$ cat config.mk
export PLATFORM = sky130hd
export DESIGN_NAME = aocs_top
export DESIGN_NICKNAME = d
export VERILOG_FILES = /design/src/rtl/aocs_pkg.sv /design/src/rtl/aocs_scale.sv /design/src/rtl/aocs_top.sv
export VERILOG_INCLUDE_DIRS = /design/src /design/src/rtl
export SDC_FILE = /design/constraint.sdc
export NUM_CORES = 1
export LEC_CHECK = 0
export ABC_AREA = 0
export BUFFER_PORTS_ARGS = -buffer_cell sky130_fd_sc_hd__clkbuf_2
export CAP_MARGIN = 10
export CORE_MARGIN = 2
export CORE_UTILIZATION = 45
export DETAILED_ROUTE_END_ITERATION = 16
export PLACE_DENSITY_LB_ADDON = 0.12
export SETUP_SLACK_MARGIN = 0.4
export SLEW_MARGIN = 25
export SYNTH_ARGS = -nofsm -noshare
export SYNTH_HDL_FRONTEND = slang
export SYNTH_SLANG_ARGS = --single-unit
$ cat constraint.sdc
create_clock -name core_clk -period 13.5 [get_ports core_clk]
set_clock_uncertainty 0.1 [all_clocks]
set_input_delay 1.35 -clock core_clk [delete_from_list [all_inputs] [get_ports core_clk]]
set_output_delay 1.35 -clock core_clk [all_outputs]
set_load 0.005 [all_outputs]
$ cat src/rtl/aocs_cfg.svh
`ifndef AOCS_CFG_SVH
`define AOCS_CFG_SVH

// Register addresses of the configuration memory.
`define AOCS_ADDR_MULT_HIGH 4'h9
`define AOCS_ADDR_MULT_LOW 4'hA
`define AOCS_ADDR_LOWER 4'hB
`define AOCS_ADDR_UPPER 4'hC

// Field positions.
`define AOCS_LIMIT_MSB 12
`define AOCS_SWITCH_LSB 6
`define AOCS_MULT_HIGH_MSB 5
`define AOCS_MULT_LOW_MSB 12
`define AOCS_SLOPE_BIT 13

// Reset values of the four registers.
`define AOCS_RST_MULT_HIGH 16'hFFC1
`define AOCS_RST_MULT_LOW 16'h0400
`define AOCS_RST_LOWER 16'h0100
`define AOCS_RST_UPPER 16'h1300

// Output code limits.
`define AOCS_CODE_MIN 13'h0100
`define AOCS_CODE_MAX 13'h1300

`endif

$ cat src/rtl/aocs_pkg.sv
package aocs_pkg;

    // Register write request from the configuration port.
    typedef struct packed {
        logic wr;
        logic [3:0] addr;
        logic [15:0] data;
    } aocs_req_t;

    // Stored configuration.
    typedef struct packed {
        logic [15:0] mult_high;
        logic [15:0] mult_low;
        logic [15:0] lower;
        logic [15:0] upper;
    } aocs_cfg_t;

endpackage

$ cat src/rtl/aocs_scale.sv
`timescale 1ns/10ps
`include "aocs_cfg.svh"

// Multiplies a 16-bit angle fraction by the 19-bit range multiplier and
// adds the lower limit, registered once.
module aocs_scale
(
    input wire logic core_clk,
    input wire logic reset,
    input wire logic [15:0] angle,
    input wire logic [18:0] mult,
    input wire logic [12:0] lower,
    output logic [17:0] code
);
    typedef struct packed {
        logic [17:0] code;
    } aocs_scale_state_t;

    aocs_scale_state_t state_reg;
    aocs_scale_state_t state_next;
    logic [34:0] product;

    // Angle (2^-16 units of 180 deg) times multiplier (2^-14 units) gives
    // 2^-30; the code scale is 8192 per unit, so shift right by 17.
    always_comb
    begin
        product = {19'h00000, angle} * {16'h0000, mult};
        state_next = state_reg;
        state_next.code = product[34:17] + {5'h00, lower};
    end

    always_ff @(posedge core_clk)
    begin
        if (reset)
            state_reg <= '0;
        else
            state_reg <= state_next;
    end

    assign code = state_reg.code;
endmodule // aocs_scale

$ cat src/rtl/aocs_top.sv
`timescale 1ns/10ps
`include "aocs_cfg.svh"

// How it works
// - The upper limit register keeps a 13-bit output code, valid 256..4864.
// - Upper limit bits 15..13 are written as zero and may read back anything.
// - Multiplier high part sits in bits 5..0, weights 16 down to one half.
// - Multiplier low part continues below, its last bit weighted 2^-14.
// - Low register bits 15..14 are diagnostic level bits, not multiplier.
// - The switch angle is a 10-bit fraction in high register bits 15..6.
// - Rising slope: angle above the switch angle forces the lower limit.
// - Low register bit 13 picks the slope: 0 rising, 1 falling.
module aocs_top
(
    input wire logic core_clk,
    input wire logic reset,
    input wire aocs_pkg::aocs_req_t cfg_req,
    output logic [15:0] cfg_rdata,
    input wire logic [15:0] angle,
    input wire logic angle_valid,
    output logic [12:0] out_code,
    output logic out_valid,
    output logic clamp_active
);
    typedef struct packed {
        aocs_pkg::aocs_cfg_t cfg;
        logic [15:0] rdata;
        logic pend;
        logic above;
        logic [12:0] code;
        logic valid;
        logic clamp;
    } aocs_state_t;

    aocs_state_t state_reg;
    aocs_state_t state_next;
    logic [18:0] mult;
    logic [17:0] scaled;
    logic falling;
    logic [12:0] lower;
    logic [12:0] upper;
    logic [12:0] ramp;
    // Decoded selects and the angle as the scaler sees it.
    logic [15:0] scale_angle;
    logic [3:0] wr_sel;
    logic [3:0] rd_sel;
    logic switch_hit;

    // -------------------------------------------------------------------
    // Helper functions
    // -------------------------------------------------------------------

    // One-hot register select: bit 0 is the high multiplier word, bit 1
    // the low multiplier word, bit 2 the lower limit and bit 3 the upper
    // limit. Writes and reads share it so the two decodes cannot drift.
    function automatic logic [3:0] reg_select
    (
        input logic [3:0] addr
    );
        logic [3:0] sel;
        sel = 4'h0;
        case (addr)
            `AOCS_ADDR_MULT_HIGH: sel = 4'h1;
            `AOCS_ADDR_MULT_LOW: sel = 4'h2;
            `AOCS_ADDR_LOWER: sel = 4'h4;
            `AOCS_ADDR_UPPER: sel = 4'h8;
            default: sel = 4'h0;
        endcase
        return sel;
    endfunction

    // Read mux over the stored words. All sixteen bits come back, so the
    // undefined top bits of the limits echo what was written.
    function automatic logic [15:0] reg_read
    (
        input logic [3:0] sel,
        input aocs_pkg::aocs_cfg_t cfg
    );
        logic [15:0] word;
        word = 16'h0000;
        if (sel[0])
            word = cfg.mult_high;
        if (sel[1])
            word = cfg.mult_low;
        if (sel[2])
            word = cfg.lower;
        if (sel[3])
            word = cfg.upper;
        return word;
    endfunction

    // Caps a scaled code at the upper limit and narrows it to 13 bits.
    // The cap also covers a multiplier programmed larger than the span.
    // Codes above 8191 cannot reach the 13-bit output either.
    function automatic logic [12:0] cap_code
    (
        input logic [17:0] code,
        input logic [12:0] limit
    );
        logic [12:0] capped;
        if (code > {5'h00, limit})
            capped = limit;
        else
            capped = code[12:0];
        return capped;
    endfunction

    // True when the raw angle lies beyond the programmed switch angle.
    // Only the top ten angle bits take part, one switch step each.
    // An all-ones switch code therefore never clamps.
    function automatic logic beyond_switch
    (
        input logic [15:0] raw_angle,
        input logic [15:0] high_word
    );
        return raw_angle[15:6] > high_word[15:`AOCS_SWITCH_LSB];
    endfunction

    // -------------------------------------------------------------------
    // Field extraction
    // -------------------------------------------------------------------
    assign mult = {state_reg.cfg.mult_high[`AOCS_MULT_HIGH_MSB:0],
        state_reg.cfg.mult_low[`AOCS_MULT_LOW_MSB:0]};
    assign falling = state_reg.cfg.mult_low[`AOCS_SLOPE_BIT];
    assign lower = state_reg.cfg.lower[`AOCS_LIMIT_MSB:0];
    assign upper = state_reg.cfg.upper[`AOCS_LIMIT_MSB:0];

    // -------------------------------------------------------------------
    // Decoded selects and angle path
    // -------------------------------------------------------------------

    // A write strobe only reaches the select of a mapped address, so
    // writes elsewhere fall away without touching the stored words.
    // Reads decode the same address every cycle.
    assign wr_sel = cfg_req.wr ? reg_select(cfg_req.addr) : 4'h0;
    assign rd_sel = reg_select(cfg_req.addr);

    // The switch compare uses the raw angle, before any slope mirror.
    assign switch_hit = beyond_switch(angle, state_reg.cfg.mult_high);

    // The scaler registers its product, so it is fed from the live angle:
    // its result then stands exactly at the edge where stage two reads it.
    assign scale_angle = falling ? ~angle : angle;

    // Falling slope mirrors the angle so the ramp runs from upper down.
    aocs_scale u_scale
    (
        .core_clk(core_clk),
        .reset(reset),
        .angle(scale_angle),
        .mult(mult),
        .lower(lower),
        .code(scaled)
    );

    // The scaler output is capped before it can reach the output register.
    assign ramp = cap_code(scaled, upper);

    // -------------------------------------------------------------------
    // Next state
    // -------------------------------------------------------------------
    always_comb
    begin
        state_next = state_reg;
        state_next.valid = 1'b0;
        state_next.pend = 1'b0;
        // Writes store all sixteen bits; the switch angle is used exactly
        // as written, with no attempt to compute it.
        if (wr_sel[0])
            state_next.cfg.mult_high = cfg_req.data;
        if (wr_sel[1])
            state_next.cfg.mult_low = cfg_req.data;
        if (wr_sel[2])
            state_next.cfg.lower = cfg_req.data;
        if (wr_sel[3])
            state_next.cfg.upper = cfg_req.data;
        // Reads return stored bits, so the undefined upper bits echo.
        state_next.rdata = reg_read(rd_sel, state_reg.cfg);
        // Stage one: compare the raw angle to the switch angle while the
        // scaler registers the product for the same angle.
        if (angle_valid)
        begin
            state_next.pend = 1'b1;
            state_next.above = switch_hit;
        end
        // Stage two: product is ready one cycle after capture.
        if (state_reg.pend)
        begin
            state_next.valid = 1'b1;
            state_next.clamp = state_reg.above;
            if (state_reg.above)
                state_next.code = falling ? upper : lower;
            else
                state_next.code = ramp;
        end
    end

    // -------------------------------------------------------------------
    // State register
    // -------------------------------------------------------------------
    always_ff @(posedge core_clk)
    begin
        if (reset)
        begin
            state_reg <= '0;
            state_reg.cfg.mult_high <= `AOCS_RST_MULT_HIGH;
            state_reg.cfg.mult_low <= `AOCS_RST_MULT_LOW;
            state_reg.cfg.lower <= `AOCS_RST_LOWER;
            state_reg.cfg.upper <= `AOCS_RST_UPPER;
        end
        else
            state_reg <= state_next;
    end

    assign cfg_rdata = state_reg.rdata;
    assign out_code = state_reg.code;
    assign out_valid = state_reg.valid;
    assign clamp_active = state_reg.clamp;
endmodule // aocs_top

==> metrics.cfg <==
[global_route]
grt_max_degree = 96
grt_pass1_vias = 13300
globalRouteTotalUtil = 0.256
grt-ovfl-total = 0
antenna_violations_before_repair = 0
grt_first_pass_wirelength_um = 72200

[floorplanning]
ios = 71
die-width_um = 192
die_h_um = 192
floorplan.die_area_um2 = 36700
fp-row-count = 68
floorplan.initialDensity = 0.457
floorplan_core_area_um2 = 34600

[worst_setup_path]
critical-path-max-stage-delay_ps = 580
r2r_setup_slack_ps = 4290
worstSetupPathType = in -> reg
reg2regPathDepth = 31
reg2reg_from = falling$_SDFFE_PP0P_
most_used_cell_along_the_critical_path = sky130_fd_sc_hd__fa_1
crit_arrival_ps = 9610
critical_path_peak_fanout = 19
critical-path-slowest-cell = sky130_fd_sc_hd__fa_1
r2r-end = u_scale.code[17]$_SDFF_PP0_
setup.worst_path.start_class = input port
crit_path_end_kind = register
required_ps = 13700

[cts]
cts_htree_levels = 4
post_cts_hold_buffer_count = 0
clock_sink_count = 115
worstSkewPairLatency_ps = 410
cts_repair_resize_count = 0
tritoncts_clock_tree = built
max-clock-path-buffers = 2
clk_root_buffer_cell = sky130_fd_sc_hd__clkbuf_16
clk_transition_reported_paths_ps = 60
numCtsBuffers = 17
post-cts-setup-buffers = 0

[power]
power_mw = 1.43
power.density_cell_area_nw_per_um2 = 84.1
vdd_ir_drop_max_mv = 0.0673
power.leakage_nw = 8.32

[placement]
pre_cts_slack_ps = 3390
io_buffer_count = 70
post-dp-hpwl_um = 33500
placement.cell_area_um2 = 16400
place.gp.congestion = 0.877

[sta]
fin_setup_tns_ps = 0
report.final.setup_viol = 0
finalHoldViolations = 0
postLayoutSetupSlackWorst_ps = 4090
worst_slew_margin_rel = 0.291
layout_min_cycle_time_ps = 9410
grt_setup_unrepaired = false
worst_pin_slew_ps = 1060
timing.final.crit_share = 0.697
max_clock_freq_mhz = 106
timing_max_transition_violations_final = 0

[drt]
post-route-drc-count = 0
first_iter_violations = 845
viasPerCell = 5.33
detail_route.wl_per_cell_um = 18.7
route.met2.wl_um = 21100
top_layer = met4
drt_wirelength_um = 44200
drt-met1-wl_um = 20000
drt.antenna.violating_nets = 0
detail_route.first_pass.iterations = 5
met3RoutedLength_um = 2450
total_vias_in_the_final_route = 12600

[synth]
synth_warnings = 0
postSynthRegisterBits = 115
syn_area_um2 = 15800
yosysUniqueCellTypes = 55
ys_async_sr_fraction = 0
syn_avg_cell_area_um2 = 8.32
synth.yosys.seq_area_share = 0.145
synth_nets = 2321
postSynth.topFlopCell = sky130_fd_sc_hd__dfxtp_1
postSynthCellCount = 1903
synth-edff-count = 0

[hold_path]
min_from = state_reg[62]$_SDFFE_PP0P_
worstHoldEndpoint = state_reg[62]$_SDFFE_PP0P_
whs_path_depth = 2
min-delay-path-class = reg -> reg

[run_status]
status = completed

[layout]
n_antenna_cell = 0
final_layout_size_suffix_gt1_frac = 0.0805
number_of_flip_flops_under_the_largest_register_name = 33
final_area_um2 = 17000
flow.area_growth_from_synthesis_pct = 7.51
layout.filler_cells = 3410
finish.net_count = 2317

[run]
max_cap_violations = 0

==> layout by cell type, fill, tap and decap left out, types with 6 or more instances in the layout <==
master	instances
sky130_fd_sc_hd__a21oi_1	116
sky130_fd_sc_hd__ha_1	142
sky130_fd_sc_hd__mux2i_1	22
sky130_fd_sc_hd__a21o_1	20
sky130_fd_sc_hd__nand3b_1	6
sky130_fd_sc_hd__clkbuf_2	69
sky130_fd_sc_hd__nand2_1	368
sky130_fd_sc_hd__nor2_1	61
sky130_fd_sc_hd__and3_1	7
sky130_fd_sc_hd__nor2b_1	13
sky130_fd_sc_hd__and2_1	130
sky130_fd_sc_hd__nand4_1	11
sky130_fd_sc_hd__clkbuf_16	17
sky130_fd_sc_hd__a211o_1	14
sky130_fd_sc_hd__or3_1	13
sky130_fd_sc_hd__o21ai_0	51
sky130_fd_sc_hd__inv_1	312
sky130_fd_sc_hd__xor2_1	20
sky130_fd_sc_hd__xnor2_1	21
sky130_fd_sc_hd__fa_1	236
sky130_fd_sc_hd__buf_4	24
sky130_fd_sc_hd__dfxtp_1	114
sky130_fd_sc_hd__a31o_2	17
sky130_fd_sc_hd__nor3_1	11
sky130_fd_sc_hd__nor3b_1	12
sky130_fd_sc_hd__nand3_1	11
==> worst max path at each step <==
| stage | from | end | slack, ps | cells past startpoint |
|---|---|---|---|---|
| after CTS | angle[1] | u_scale.code[17]$_SDFF_PP0_ | 3780 | 31 |
| after detailed placement | angle[1] | u_scale.code[17]$_SDFF_PP0_ | 3390 | 31 |
| after global routing | angle[1] | u_scale.code[17]$_SDFF_PP0_ | 3620 | 31 |
| final | angle[1] | u_scale.code[17]$_SDFF_PP0_ | 4090 | 31 |
| after global placement | angle[1] | u_scale.code[17]$_SDFF_PP0_ | 3550 | 31 |
| after floorplan | angle[9] | u_scale.code[17]$_SDFF_PP0_ | 4680 | 33 |
==> Yosys cell counts (2+ instances only) <==
master | n | area share
sky130_fd_sc_hd__a211o_1 | 14 | 0.0077
sky130_fd_sc_hd__a211oi_1 | 4 | 0.0019
sky130_fd_sc_hd__a21boi_0 | 2 | 0.00095
sky130_fd_sc_hd__a21o_1 | 20 | 0.0095
sky130_fd_sc_hd__a21oi_1 | 116 | 0.037
sky130_fd_sc_hd__a31o_2 | 17 | 0.0094
sky130_fd_sc_hd__a31oi_1 | 3 | 0.0012
sky130_fd_sc_hd__and2_1 | 130 | 0.051
sky130_fd_sc_hd__and3_1 | 7 | 0.0028
sky130_fd_sc_hd__and3b_1 | 3 | 0.0017
sky130_fd_sc_hd__and4_1 | 2 | 0.0011
sky130_fd_sc_hd__buf_1 | 3 | 0.00071
sky130_fd_sc_hd__buf_4 | 29 | 0.014
sky130_fd_sc_hd__clkbuf_1 | 83 | 0.020
sky130_fd_sc_hd__dfxtp_1 | 115 | 0.15
sky130_fd_sc_hd__fa_1 | 236 | 0.30
sky130_fd_sc_hd__ha_1 | 142 | 0.11
sky130_fd_sc_hd__inv_1 | 312 | 0.074
sky130_fd_sc_hd__mux2i_1 | 22 | 0.014
sky130_fd_sc_hd__nand2_1 | 368 | 0.087
sky130_fd_sc_hd__nand2b_1 | 5 | 0.0020
sky130_fd_sc_hd__nand3_1 | 11 | 0.0035
sky130_fd_sc_hd__nand3b_1 | 6 | 0.0028
sky130_fd_sc_hd__nand4_1 | 11 | 0.0043
sky130_fd_sc_hd__nor2_1 | 62 | 0.015
sky130_fd_sc_hd__nor2b_1 | 13 | 0.0051
sky130_fd_sc_hd__nor3_1 | 12 | 0.0038
sky130_fd_sc_hd__nor3b_1 | 12 | 0.0057
sky130_fd_sc_hd__nor4_1 | 2 | 0.00079
sky130_fd_sc_hd__o2111ai_1 | 2 | 0.0011
sky130_fd_sc_hd__o211ai_1 | 5 | 0.0024
sky130_fd_sc_hd__o21a_1 | 2 | 0.00095
sky130_fd_sc_hd__o21ai_0 | 51 | 0.016
sky130_fd_sc_hd__o21bai_1 | 4 | 0.0019
sky130_fd_sc_hd__o32ai_1 | 2 | 0.0011
sky130_fd_sc_hd__o41ai_1 | 2 | 0.0011
sky130_fd_sc_hd__or3_1 | 13 | 0.0051
sky130_fd_sc_hd__xnor2_1 | 21 | 0.012
sky130_fd_sc_hd__xor2_1 | 21 | 0.012
sky130_fd_sc_hd__xor2_2 | 3 | 0.0031
==> per-stage QoR <==
step / hold WS [ps] / util / instances
floorplan: 332 / - / 1903
global placement: 339 / 0.473 / 2335
detailed placement: 343 / 0.474 / 2335
CTS: 351 / 0.491 / 2367
global route: 370 / 0.492 / 2367
finish: 350 / 0.492 / 2367
==> area by class of cell <==
class / instances / area [um2] / area share
multi-input cells: 1360 / 11800 / 0.696
flip-flops and latches: 115 / 2300 / 0.135
well taps: 455 / 569 / 0.0334
repair buffers: 93 / 526 / 0.0309
clock buffers: 19 / 453 / 0.0266
inverters: 312 / 1170 / 0.0688
clock inverters: 13 / 159 / 0.00934
==> critical path: cells and delay by family <==
family | cells | cell delay (ps)
AO/OA/AOI/OAI | 9 | 1600
adder cells (fa/ha/maj) | 8 | 3640
XOR/XNOR | 2 | 680
buffers and inverters | 4 | 310
AND/OR/NAND/NOR | 8 | 2020
==> cells by family after synthesis <==
| group | after synthesis | share of synthesized area |
|---|---|---|
| buffers and inverters | 428 | 0.109 |
| XOR/XNOR | 45 | 0.0263 |
| multiplexers | 22 | 0.0139 |
| adder cells (fa/ha/maj) | 378 | 0.411 |
| flip-flops | 115 | 0.145 |
| AND/OR/NAND/NOR | 662 | 0.195 |
| AO/OA/AOI/OAI | 253 | 0.0998 |
==> routing by layer <==
metal	GRT usage	vias up
li1	-	5913
met1	0.352	6330
met2	0.432	319
met3	0.0296	57
met4	0.0592	0
met5	0	-
==> power by group <==
group          total [mW]  switching (mW)  internal [mW]
Sequential          0.392          0.0241          0.368
Clock               0.464           0.165          0.299
Combinational       0.575           0.346          0.230
Power figures use the tool's default switching activity.
